## src/logic/sensor_reset_defines.svh

```systemverilog
// Offsets, field positions, reset values and timing counts of the reset controller
`ifndef SENSOR_RESET_DEFINES_SVH
`define SENSOR_RESET_DEFINES_SVH

`define SYS_CTRL_OFFSET   16'h001A
`define SOFT_RESET_BIT    0
`define STREAM_GO_BIT     1
`define STREAMING_BIT     2
`define BOOTING_BIT       3
`define SYS_CTRL_RESET    16'h0000
`define CLK_PERIOD_NS     100
`define BOOT_TIME_MS      35
`define BOOT_CYCLES       ((`BOOT_TIME_MS * 1000000) / `CLK_PERIOD_NS)

`endif

```

## src/logic/sensor_reset_pkg.sv

```systemverilog
// Types shared by the reset and shutdown controller
package sensor_reset_pkg;

   // Gray coded along off -> reset -> boot -> stream -> suspend
   typedef enum logic [2:0] {
      ST_OFF     = 3'h4,
      ST_RESET   = 3'h0,
      ST_BOOT    = 3'h1,
      ST_STREAM  = 3'h3,
      ST_SUSPEND = 3'h2
   } ctrl_state_t;

endpackage

```

## src/logic/row_frame_timer.sv

```systemverilog
// Progressive row and frame framing with horizontal and vertical blanking
module row_frame_timer #(
   parameter int unsigned ACTIVE_COLS = 1920,
   parameter int unsigned H_BLANK     = 16,
   parameter int unsigned ACTIVE_ROWS = 1080,
   parameter int unsigned V_BLANK     = 8,
   parameter int unsigned DATA_W      = 8
) (
   input  wire logic              core_clk,
   input  wire logic              rst,
   input  wire logic              run,
   output logic                   row_qual,
   output logic                   frame_qual,
   output logic                   pix_clk,
   output logic [DATA_W-1:0]      pix_data
);
   localparam int unsigned COLS = ACTIVE_COLS + H_BLANK;
   localparam int unsigned ROWS = ACTIVE_ROWS + V_BLANK;
   localparam int unsigned CW   = $clog2(COLS);
   localparam int unsigned RW   = $clog2(ROWS);

   logic [CW-1:0] col;
   logic [RW-1:0] row;

   // ****************************************
   // Raster counters, cleared when not running
   // ****************************************
   always_ff @(posedge core_clk or posedge rst) begin
      if (rst) begin
         col <= '0;
         row <= '0;
      end else if (!run) begin
         col <= '0;
         row <= '0;
      end else if (col == CW'(COLS - 1)) begin
         col <= '0;
         row <= (row == RW'(ROWS - 1)) ? '0 : row + RW'(1);
      end else begin
         col <= col + CW'(1);
      end
   end

   // ****************************************
   // Row qualifier and data only over valid pixels, frame qualifier over all active rows
   // ****************************************
   always_ff @(posedge core_clk or posedge rst) begin
      if (rst) begin
         row_qual   <= 1'b0;
         frame_qual <= 1'b0;
         pix_data   <= '0;
      end else begin
         row_qual   <= run && (col < CW'(ACTIVE_COLS)) && (row < RW'(ACTIVE_ROWS));
         frame_qual <= run && (row < RW'(ACTIVE_ROWS));
         pix_data   <= (run && (col < CW'(ACTIVE_COLS)) && (row < RW'(ACTIVE_ROWS))) ?
                       DATA_W'(col ^ CW'(row)) : '0;
      end
   end

   // Toggles every cycle while running, also through blanking; low otherwise
   always_ff @(posedge core_clk or posedge rst) begin
      if (rst) begin
         pix_clk <= 1'b0;
      end else begin
         pix_clk <= run ? ~pix_clk : 1'b0;
      end
   end

endmodule

```

## src/logic/sensor_reset_shutdown_ctrl.sv

```systemverilog
// Reset, boot and shutdown sequencing with output pin states and image framing
// Operation
// - High on the shutdown input requests power-down; low means normal operation.
// - Rows stream progressively with blanking; row qualifier high only on valid pixels.
// - An internal reset starts on power-up without external action.
// - Three reset sources: reset pin, soft reset bit, power-on reset.
// - Reset pin low puts the device in reset for as long as it stays low.
// - In reset, pixel bus, pixel clock and both qualifiers are high impedance.
// - In reset, every serial lane clock and data output, both polarities, is 0.
// - Boot after reset release completes within 35 ms.
// - Writing 1 to control bit 0 at 0x001A starts a reset like a hard reset.
// - During shutdown all state and register content is discarded.
// - Leaving shutdown performs a complete power-on reset before operation.
// - A floating reset pin reads deasserted through its pull-up.
// - After boot, strap high starts streaming; otherwise suspend and wait for host.
`include "sensor_reset_defines.svh"

module sensor_reset_shutdown_ctrl #(
   parameter int unsigned BOOT_CYCLES = `BOOT_CYCLES,
   parameter int unsigned ACTIVE_COLS = 1920,
   parameter int unsigned ACTIVE_ROWS = 1080,
   parameter int unsigned H_BLANK     = 16,
   parameter int unsigned V_BLANK     = 8
) (
   input  wire logic                        core_clk,
   input  wire logic                        rst,
   input  wire logic                        reset_pin_n,
   input  wire logic                        shutdown_pin,
   input  wire logic                        config_strap,
   input  wire logic                        reg_wr,
   input  wire logic [15:0]                 reg_addr,
   input  wire logic [15:0]                 reg_wdata,
   output logic      [15:0]                 reg_rdata,
   output logic      [7:0]                  pixel_data,
   output logic                             pixel_data_oe,
   output logic                             pixel_output_clock,
   output logic                             pixel_output_clock_oe,
   output logic                             row_pixel_qualifier,
   output logic                             row_pixel_qualifier_oe,
   output logic                             frame_qualifier,
   output logic                             frame_qualifier_oe,
   output logic                             lane_clk_pos,
   output logic                             lane_clk_neg,
   output logic                             lane1_pos,
   output logic                             lane1_neg,
   output logic                             lane2_pos,
   output logic                             lane2_neg,
   output sensor_reset_pkg::ctrl_state_t    ctrl_state
);
   import sensor_reset_pkg::*;

   localparam int unsigned BW = $clog2(BOOT_CYCLES + 1);

   logic        por_ff1;
   logic        por_ff2;
   logic        pin_ff1;
   logic        pin_ff2;
   logic        sd_ff1;
   logic        sd_ff2;
   logic        strap_ff1;
   logic        strap_ff2;
   logic [15:0] system_control_reg;
   logic        strap_latched;
   logic [BW-1:0] boot_cnt;
   ctrl_state_t state;
   ctrl_state_t next_state;
   logic        hold_reset;
   logic        drive_pins;
   logic        lanes_idle;
   logic        fr_row;
   logic        fr_frame;
   logic        fr_clk;
   logic [7:0]  fr_data;

   // ****************************************
   // Reset release and pin synchronisers
   // ****************************************
   always_ff @(posedge core_clk or posedge rst) begin
      if (rst) begin
         por_ff1 <= 1'b1;
         por_ff2 <= 1'b1;
      end else begin
         por_ff1 <= 1'b0;
         por_ff2 <= por_ff1;
      end
   end

   always_ff @(posedge core_clk or posedge por_ff2) begin
      if (por_ff2) begin
         pin_ff1   <= 1'b1;
         pin_ff2   <= 1'b1;
         sd_ff1    <= 1'b0;
         sd_ff2    <= 1'b0;
      end else begin
         pin_ff1   <= reset_pin_n;
         pin_ff2   <= pin_ff1;
         sd_ff1    <= shutdown_pin;
         sd_ff2    <= sd_ff1;
      end
   end

   // No reset, so the strap is settled when power-on reset ends
   always_ff @(posedge core_clk) begin
      strap_ff1 <= config_strap;
      strap_ff2 <= strap_ff1;
   end

   // ****************************************
   // System control register
   // ****************************************
   function automatic logic hit(input logic [15:0] addr);
      return addr == `SYS_CTRL_OFFSET;
   endfunction

   always_ff @(posedge core_clk or posedge por_ff2) begin
      if (por_ff2) begin
         system_control_reg <= `SYS_CTRL_RESET;
      end else if (sd_ff2 || !pin_ff2) begin
         system_control_reg <= `SYS_CTRL_RESET;
      end else if (reg_wr && hit(reg_addr)) begin
         system_control_reg <= reg_wdata;
      end
   end

   always_comb begin
      reg_rdata = 16'h0000;
      if (hit(reg_addr)) begin
         reg_rdata                 = system_control_reg;
         reg_rdata[`STREAMING_BIT] = (state == ST_STREAM);
         reg_rdata[`BOOTING_BIT]   = (state == ST_BOOT);
      end
   end

   // ****************************************
   // Sequencer
   // ****************************************
   // Pull-up keeps an open pin high, so only por and the soft reset bit act then
   assign hold_reset = !pin_ff2 || system_control_reg[`SOFT_RESET_BIT];

   always_comb begin
      next_state = state;
      case (state)
         ST_OFF: begin
            next_state = sd_ff2 ? ST_OFF : ST_RESET;
         end
         ST_RESET: begin
            next_state = hold_reset ? ST_RESET : ST_BOOT;
         end
         ST_BOOT: begin
            if (boot_cnt == BW'(BOOT_CYCLES - 1)) begin
               next_state = strap_latched ? ST_STREAM : ST_SUSPEND;
            end
         end
         ST_STREAM: begin
            next_state = ST_STREAM;
         end
         ST_SUSPEND: begin
            if (system_control_reg[`STREAM_GO_BIT]) begin
               next_state = ST_STREAM;
            end
         end
         default: begin
            next_state = ST_RESET;
         end
      endcase
      if (hold_reset && state != ST_OFF) begin
         next_state = ST_RESET;
      end
      if (sd_ff2) begin
         next_state = ST_OFF;
      end
   end

   always_ff @(posedge core_clk or posedge por_ff2) begin
      if (por_ff2) begin
         state <= ST_RESET;
      end else begin
         state <= next_state;
      end
   end

   always_ff @(posedge core_clk or posedge por_ff2) begin
      if (por_ff2) begin
         boot_cnt <= '0;
      end else if (state == ST_BOOT) begin
         boot_cnt <= boot_cnt + BW'(1);
      end else begin
         boot_cnt <= '0;
      end
   end

   // Strap caught on every reset release, after the async reset
   always_ff @(posedge core_clk or posedge por_ff2) begin
      if (por_ff2) begin
         strap_latched <= 1'b0;
      end else if (state == ST_RESET) begin
         strap_latched <= strap_ff2;
      end
   end

   // ****************************************
   // Framing and output pin states
   // ****************************************
   row_frame_timer #(
      .ACTIVE_COLS (ACTIVE_COLS),
      .H_BLANK     (H_BLANK),
      .ACTIVE_ROWS (ACTIVE_ROWS),
      .V_BLANK     (V_BLANK),
      .DATA_W      (8)
   ) u_frame (
      .core_clk   (core_clk),
      .rst        (por_ff2),
      .run        (state == ST_STREAM),
      .row_qual   (fr_row),
      .frame_qual (fr_frame),
      .pix_clk    (fr_clk),
      .pix_data   (fr_data)
   );

   assign drive_pins             = (state == ST_STREAM) || (state == ST_SUSPEND);
   assign pixel_data             = fr_data;
   assign pixel_output_clock     = fr_clk;
   assign row_pixel_qualifier    = fr_row && (state == ST_STREAM);
   assign frame_qualifier        = fr_frame && (state == ST_STREAM);
   assign pixel_data_oe          = drive_pins;
   assign pixel_output_clock_oe  = drive_pins;
   assign row_pixel_qualifier_oe = drive_pins;
   assign frame_qualifier_oe     = drive_pins;

   // Stop state while streaming, low power zero otherwise
   assign lanes_idle   = (state == ST_STREAM);
   assign lane_clk_pos = lanes_idle;
   assign lane_clk_neg = lanes_idle;
   assign lane1_pos    = lanes_idle;
   assign lane1_neg    = lanes_idle;
   assign lane2_pos    = lanes_idle;
   assign lane2_neg    = lanes_idle;
   assign ctrl_state   = state;
endmodule

```

## config.mk

```make
export PLATFORM = sky130hd
export DESIGN_NAME = sensor_reset_shutdown_ctrl
export DESIGN_NICKNAME = d
export VERILOG_FILES = /design/src/logic/sensor_reset_pkg.sv /design/src/logic/row_frame_timer.sv /design/src/logic/sensor_reset_shutdown_ctrl.sv
export VERILOG_INCLUDE_DIRS = /design/src /design/src/logic
export SDC_FILE = /design/constraint.sdc
export NUM_CORES = 1
export LEC_CHECK = 0
export BUFFER_PORTS_ARGS = -buffer_cell sky130_fd_sc_hd__buf_4
export CAP_MARGIN = 20
export CORE_MARGIN = 5
export CORE_UTILIZATION = 30
export CTS_BUF_LIST = sky130_fd_sc_hd__clkbuf_16
export DETAILED_ROUTE_END_ITERATION = 8
export PLACE_DENSITY = 0.6
export SLEW_MARGIN = 20
export SYNTH_ARGS = -nofsm -noshare
export SYNTH_HDL_FRONTEND = slang
export SYNTH_HIERARCHICAL = 1
export SYNTH_SLANG_ARGS = --single-unit
export TNS_END_PERCENT = 5
```

## constraint.sdc

```tcl
create_clock -name core_clk -period 1.4 [get_ports core_clk]
set_input_delay 0.07 -clock core_clk [delete_from_list [all_inputs] [get_ports core_clk]]
set_output_delay 0.07 -clock core_clk [all_outputs]
set_load 0.02 [all_outputs]
```

# Word-level counts from Yosys, hierarchy flattened
# Cells that the tools add are included.
dict set report classes {
  add_sub_neg 3
  mul 0
  div_mod_pow 0
  n_lt_le_gt_ge 2
  eq_ne 11
  n_shift 0
  n_mux 18
  bitwise 2
  reduce_logical 14
}
# op n
set ops {}
lappend ops {{$mux W11} 5}
lappend ops {{$mux W16} 3}
lappend ops {{$add A11 B1 Y11 const B} 2}
lappend ops {{$eq A11 B11 Y1 const B} 2}
lappend ops {{$lt A11 B11 Y1 const B} 2}
lappend ops {{$add A19 B1 Y19 const B} 1}
lappend ops {{$eq A19 B19 Y1 const B} 1}
lappend ops {{$mux W19} 1}
lappend ops {{$eq A16 B5 Y1 const B} 1}
lappend ops {{$mux W3} 4}
lappend ops {{$pmux W3 S4} 1}
lappend ops {{$mux W8} 1}
lappend ops {{$xor A8 B8 Y8} 1}
lappend ops {{$logic_and A1 B1 Y1} 7}
lappend ops {{$eq A3 B2 Y1 const B} 2}
lappend ops {{$ne A4 B2 Y1 const B} 1}
lappend ops {{$ne A4 B4 Y1 const B} 1}
lappend ops {{$eq A3 B1 Y1 const B} 1}
lappend ops {{$logic_not A3 Y1} 1}
lappend ops {{$logic_or A1 B1 Y1} 3}
lappend ops {{$mux W1} 3}
lappend ops {{$ne A3 B3 Y1 const B} 1}
lappend ops {{$ne A2 B2 Y1 const B} 1}
lappend ops {{$reduce_and A2 Y1} 1}
lappend ops {{3 further kinds} 3}
dict set report word_totals {
  regBits 80
  latchBits 0
  ramBits 0
  romBits 0
  in_bits 38
  output_inout_bits 40
  word_cells 68
  n_memories 0
}

# Longest topological paths before layout
# Gate-level depths: netlist of run 1.
dict set report logic_depth {
  word_depth 6
  ltp_mapped 7
}

# By module
# The synthesis of run 1 kept the hierarchy.
# module instances cells_each area_each_um2
set modules_own_cells {}
lappend modules_own_cells {sensor_reset_shutdown_ctrl 1 225 2224.6}
lappend modules_own_cells {row_frame_timer 1 152 1624.1}

# Worst setup path after synthesis of run 1
# OpenSTA, ideal clock, no wires.
dict set report synth_path {
  kind {register to register}
  start {register u_frame.col[5]}
  end {register u_frame.row[8]}
  arrival_time_ns 1.701
  required_time_ns 1.321
  slack_ns -0.379
  path_stages_with_launch 6
  cell_sequence {dfrtp_1 > buf_6 > or3_4 > nor4_4 > or4b_1 > a21oi_1}
}
dict set report synth_between {
  elab_chain_len 2
}
# item line_no
set synth_rtl {}
lappend synth_rtl {{start, declared} row_frame_timer.sv:22} ;# logic [CW-1:0] col;
lappend synth_rtl {{start signal, assigned} row_frame_timer.sv:39} ;# col <= col + CW'(1);
lappend synth_rtl {{$eq A11 B11 Y1} row_frame_timer.sv:35} ;# end else if (col == CW'(COLS - 1)) begin
lappend synth_rtl {{$ne A2 B2 Y1 (no line)} -}
lappend synth_rtl {{end signal, assigned} row_frame_timer.sv:37} ;# row <= (row == RW'(ROWS - 1)) ? '0 : row + RW'(1);
lappend synth_rtl {{end, declared} row_frame_timer.sv:23} ;# logic [RW-1:0] row;
# No other way between the ends.
# A chain may end at the register's enable or synchronous reset.

# Worst setup path after layout of run 1
# Ends and elaborated chain as after synthesis.

==> results of run 1 <==
-- metal layers --
metal	wire length (um)	vias up
met3	521	8
met4	68	0
met2	4750	76
met1	4380	1566
met5	0	-
li1	-	1646
-- area by class of cell --
| cell class | instances | area, um2 |
|---|---|---|
| Clock inverter | 7 | 80.1 |
| Clock buffer | 9 | 225 |
| Timing Repair Buffer | 177 | 1510 |
| Sequential cell | 78 | 1950 |
| Tap cell | 172 | 215 |
| Inverter | 11 | 41.3 |
| Multi-Input combinational cell | 258 | 1950 |
| Fill cell | 1172 | 6650 |
-- power by group through the flow --
stage          Combinational, mW  Clock [mW]  Sequential, mW
6_report                   0.265        2.37            2.29
5_1_grt                    0.292        2.54            2.29
4_1_cts                    0.249        2.45            2.28
3_5_place_dp               0.201           0            2.33
3_3_place_gp               0.198           0            2.33
2_1_floorplan             0.0742           0            2.33
-- logic make-up (layout without fill, tap and decap cells) --
| kind of cell | count (synthesis) | after routing | synth area share, % |
|---|---|---|---|
| and+or+nand+nor | 163 | 163 | 24.7 |
| buffers and inverters | 41 | 204 | 5.46 |
| muxes | 2 | 2 | 0.553 |
| adders and majority gates | 3 | 3 | 0.975 |
| other | 1 | 1 | 0.0974 |
| DFF | 78 | 78 | 50.6 |
| AOI/OAI and AO/OA | 58 | 58 | 10.6 |
| xor gates and xnor gates | 31 | 31 | 7.05 |
-- stage by stage --
stage	setup WS, ps	hold slack, ps	util (%)
global placement	-254	109	40.4
detailed placement	-335	110	40.4
global route	-331	179	47.3
floorplan	-319	-18.5	-
finish	-234	183	47.3
CTS	-232	167	46.2
-- worst register-to-register path, stage by stage, from the launching register on --
cell     delay, ps
dfrtp_1        400
or3_4          390
nor4_4         140
or4b_1         460
a21oi_1        170
-- cell usage after synthesis, types with 2 or more instances --
master / instances / area [um2]
dfrtp_1: 72 / 1800
nor2_1: 37 / 139
nand2_1: 26 / 97.6
a21oi_1: 25 / 125
and2_1: 22 / 138
xnor2_1: 19 / 166
clkbuf_1: 15 / 56.3
nand3_1: 15 / 75.1
a41o_1: 14 / 140
nand4_1: 13 / 81.3
xor2_1: 12 / 105
inv_1: 11 / 41.3
and4_1: 9 / 78.8
buf_4: 9 / 67.6
o21ai_0: 6 / 30.0
and3_1: 5 / 31.3
nor3_1: 5 / 25.0
nor4_1: 5 / 31.3
or3_1: 5 / 31.3
a31o_2: 4 / 35.0
dfstp_2: 4 / 105
buf_2: 3 / 15.0
ha_1: 3 / 37.5
nor2b_1: 3 / 18.8
dfxtp_1: 2 / 40.0
nand4_4: 2 / 42.5
nor3b_1: 2 / 15.0
nor4b_1: 2 / 17.5
nor4bb_1: 2 / 20.0
o31ai_1: 2 / 15.0
-- final timing paths --
kind / from / endpoint / slack, ps / depth (start not counted)
min in group asynchronous: por_ff2 / system_control_reg[11] / 250 / 1
worst min register to register: por_ff2 / system_control_reg[11] / 250 / 1
max in group asynchronous: por_ff2 / boot_cnt[4] / 630 / 2
worst min-delay path: reg_wr / system_control_reg[15] / 180 / 2
worst max register to register: u_frame/col[5] / u_frame/row[8] / -230 / 4
worst max-delay path: u_frame/col[5] / u_frame/row[8] / -230 / 4
-- what timing repair did --
item,4_1_cts,5_1_grt
resized for setup,34,32
pin swaps,23,7
hold buffers,18,0
buffers inserted,7,0
endpoints found under the setup margin,56,82
hold endpoints to repair,19,0
cloned,1,0
==> reports/qor.yml, run 1 <==
p_seq_share_pct: 46.4
skew_ps: 6.31
p_sw_share_pct: 22.4
cap_violations: 0
power.share.combinational_pct: 5.4
rows: 41
largest_reg_flops: 19
crit_fanout: 3
die_h_um: 123
final_hold_viol_count: 0
cts_tree: "done"
ant_nets: 0
final_area_um2: 5970
vias: 3296
grt_max_degree: 44
final_nets: 576
grt_use_met2_pct: 22.5
synthCells: 377
fin_tns_setup_ps: -2980
via_per_inst: 4.63
yosys_register_bits: 78
dp_hpwl_um: 6610
p_leak_nw: 2.79
numCtsBuffers: 9
start_util_pct: 30.5
synthFlopType: "dfrtp_1"
firstDrtPassIters: 4
grt_usage_pct: 13.0
insertion_delay_ps: 330
max-vdd-ir-drop_v: 0.000541
setup_viol: 35
cp_top_family: "simple AND/OR/NAND/NOR gates"
finalMaxSlewViolations: 0
slowest_delay_ps: 460
drc: 0
path_buf_inv: 0
seq_area_frac_synth_pct: 50.6
setup.worst_path.start_class: "flop"
overflow: 0
use_met1_pct: 16.2
power_mw: 4.92
end_kind: "flop"
drt_iter0_drc: 168
status: "complete, but fails checks"
clock_sinks: 78
ys_async_sr_fraction_pct: 97.4
worstPathArrival_ps: 1890
power.density_nw_per_um2: 825
critPathKind: "reg2reg"
cp_slowest_cell: "or4b_1"
crit_required_ps: 1650
syn_area_per_cell_um2: 10.2
power_switching_mw: 1.10
dieArea_um2: 15200
antenna_found_initial: 0
busiest_layer: "met2"
grtUsageMet3_pct: 3.48
wl_um: 9720
cts_root_buf: "clkbuf_16"
final_common_cell: "buf_4"
final-instance-count-excl-fill: 712
drive_gt1_share_pct: 43.0
rsz0062_at_grt: "true"
synth-edff-count: 0
n_antenna_cell: 0
area.growth.synth_to_final_pct: 55.0
layout_common_cells: "buf_4, dfrtp_1, nor2_1"
grt_pass1_vias: 3321
p_int_mw: 3.82
grt_pass1_wl_um: 15700
clk_path_buf_depth: 2
fin_crit_ps: 1630
crit_path_cell_trace: "or3_4 > nor4_4 > or4b_1 > a21oi_1"
period_share_pct: 117
p_clk_share_pct: 48.2
yosysWarningCount: 6
h-tree-depth: 3
dpl-instance-area_um2: 5100
placed_cells: 670
core_region_area_um2: 12600
place.gp.congestion: 0.805
wl_per_cell_um: 13.7
ios: 78
die_x_um: 123
portBuffers: 75
hp-class: "in2reg"
path_clk_slew_ps: 60
synth_fp_nets: 418
ys_types: 53
timing.fmax_ghz: 0.612
setup_ws_ps: -234
syn-cell-area_um2: 3850
violations: "negative setup slack"
Note: power is estimated with default switching activity, not from simulation.
==> inputs of run 2 (changes only) <==
==> constraint.sdc (replaced) <==
create_clock -name core_clk -period 1.4 [get_ports core_clk]
set_input_delay 0.14 -clock core_clk [delete_from_list [all_inputs] [get_ports core_clk]]
set_output_delay 0.14 -clock core_clk [all_outputs]
set_load 0.02 [all_outputs]
==> run 2 against run 1 <==
The run still ends with negative setup slack left. Largest cell class is now multi-input gates. Clock power grew 6%. Sequential cell count is the same. Total power grew 2.3%. Non-clock buffer count shrank 7. Global-route usage grew 0.075 points. Design area shrank 0.27%. Register-to-register slack lost 20 ps. Combinational power shrank 9.1%. Fmax shrank 1.5%.
==> reports/qor.yml, run 2 (synthesis results as in run 1) <==
layout_common_cells: "buf_4, dfrtp_1, nor2_1"
critPathKind: "reg2reg"
grt_max_degree: 44
clk_path_buf_depth: 2
period_share_pct: 119
drc: 0
power.share.combinational_pct: 4.8
cp_top_family: "simple AND/OR/NAND/NOR gates"
violations: "negative setup slack"
start_util_pct: 30.5
final_common_cell: "buf_4"
grt_pass1_wl_um: 15900
holdWs_ps: 46.1
status: "complete, but fails checks"
p_sw_share_pct: 21.3
clock_sinks: 78
worst-path-stages: 4
place.gp.congestion: 0.783
path_buf_inv: 0
end_kind: "flop"
p_int_mw: 3.97
fin_tns_setup_ps: -4750
power.density_nw_per_um2: 847
cap_violations: 0
n_antenna_cell: 0
via_per_inst: 4.70
max-vdd-ir-drop_v: 0.000452
cts_root_buf: "clkbuf_16"
h-tree-depth: 3
final_hold_viol_count: 0
post-route-util_pct: 47.1
power_switching_mw: 1.07
worstPathArrival_ps: 1930
drt_iter0_drc: 218
hp-class: "in2reg"
grt_pass1_vias: 3314
timing.fmax_ghz: 0.603
vias: 3314
crit_path_cell_trace: "or3_4 > nor4_4 > or4b_4 > a21oi_2"
ios: 78
rows: 41
antenna_found_initial: 0
portBuffers: 75
crit_required_ps: 1670
ant_nets: 0
final_nets: 569
finalMaxSlewViolations: 0
crit_fanout: 3
final-instance-count-excl-fill: 705
p_leak_nw: 2.79
p_clk_share_pct: 49.8
largest_reg_flops: 19
numCtsBuffers: 9
firstDrtPassIters: 4
skew_ps: 8.54
rrSetupSlack_ps: -260
cp_slowest_cell: "or4b_4"
setup.worst_path.start_class: "flop"
dpl-instance-area_um2: 5110
power_mw: 5.04
core_region_area_um2: 12600
final_area_um2: 5950
rsz0062_at_grt: "true"
dieArea_um2: 15200
setup_ws_ps: -259
die_x_um: 123
pre_cts_slack_ps: -306
dp_hpwl_um: 6800
path_clk_slew_ps: 60
grt_usage_pct: 13.0
wl_per_cell_um: 14.0
drive_gt1_share_pct: 46.5
slowest_delay_ps: 500
setup_viol: 55
die_h_um: 123
wl_um: 9900
placed_cells: 674
fin_crit_ps: 1660
cts_tree: "done"
insertion_delay_ps: 330
reg2reg_depth: 4
overflow: 0
p_seq_share_pct: 45.4
area.growth.synth_to_final_pct: 54.6
holdPathStages: 2
[run 2: path summary, 6_finish.rpt]
check | from | endpoint
min in group asynchronous | por_ff2 | system_control_reg[7]
setup reg to reg | u_frame/col[6] | u_frame/row[8]
max in group asynchronous | por_ff2 | u_frame/col[4]
hold / removal | reg_wdata[8] | system_control_reg[8]
setup / recovery | u_frame/col[6] | u_frame/row[8]
hold reg to reg | por_ff2 | system_control_reg[7]
[run 2: layer usage]
layer  global-route usage, %  routed length, um  up-vias
li1                        -                  -     1633
met1                    16.5               4200     1608
met2                    22.2               5020       62
met3                    2.88                568       11
met4                    4.01                114        0
met5                       0                  0        -
[run 2: cell type report]
class,instances,area (um2)
Inverter,11,41.3
Tap cell,172,215
Sequential cell,78,1950
Clock buffer,9,225
Multi-Input combinational cell,258,2000
Timing Repair Buffer,170,1420
Fill cell,1198,6670
Clock inverter,7,97.6
[run 2: worst reg2reg max path, stage by stage, from the launching register on]
cell,delay [ps]
dfrtp_1,400
or3_4,410
nor4_4,140
or4b_4,500
a21oi_2,130
[run 2: repair_timing]
item | in CTS | in global routing
setup buffers | 6 | 4
hold buffers | 4 | 0
gates cloned | 0 | 1
hold endpoints to repair | 5 | 0
endpoints found under the setup margin | 68 | 74
gates resized for setup | 34 | 48
pin swaps | 9 | 19
[run 2: power groups by stage]
| stage | Sequential [mW] | Combinational [mW] | Clock [mW] |
|---|---|---|---|
| after CTS | 2.29 | 0.237 | 2.57 |
| after detailed placement | 2.33 | 0.208 | 0 |
| after global placement | 2.33 | 0.204 | 0 |
| after global routing | 2.29 | 0.268 | 2.67 |
| after floorplan | 2.33 | 0.0744 | 0 |
| final | 2.29 | 0.241 | 2.51 |
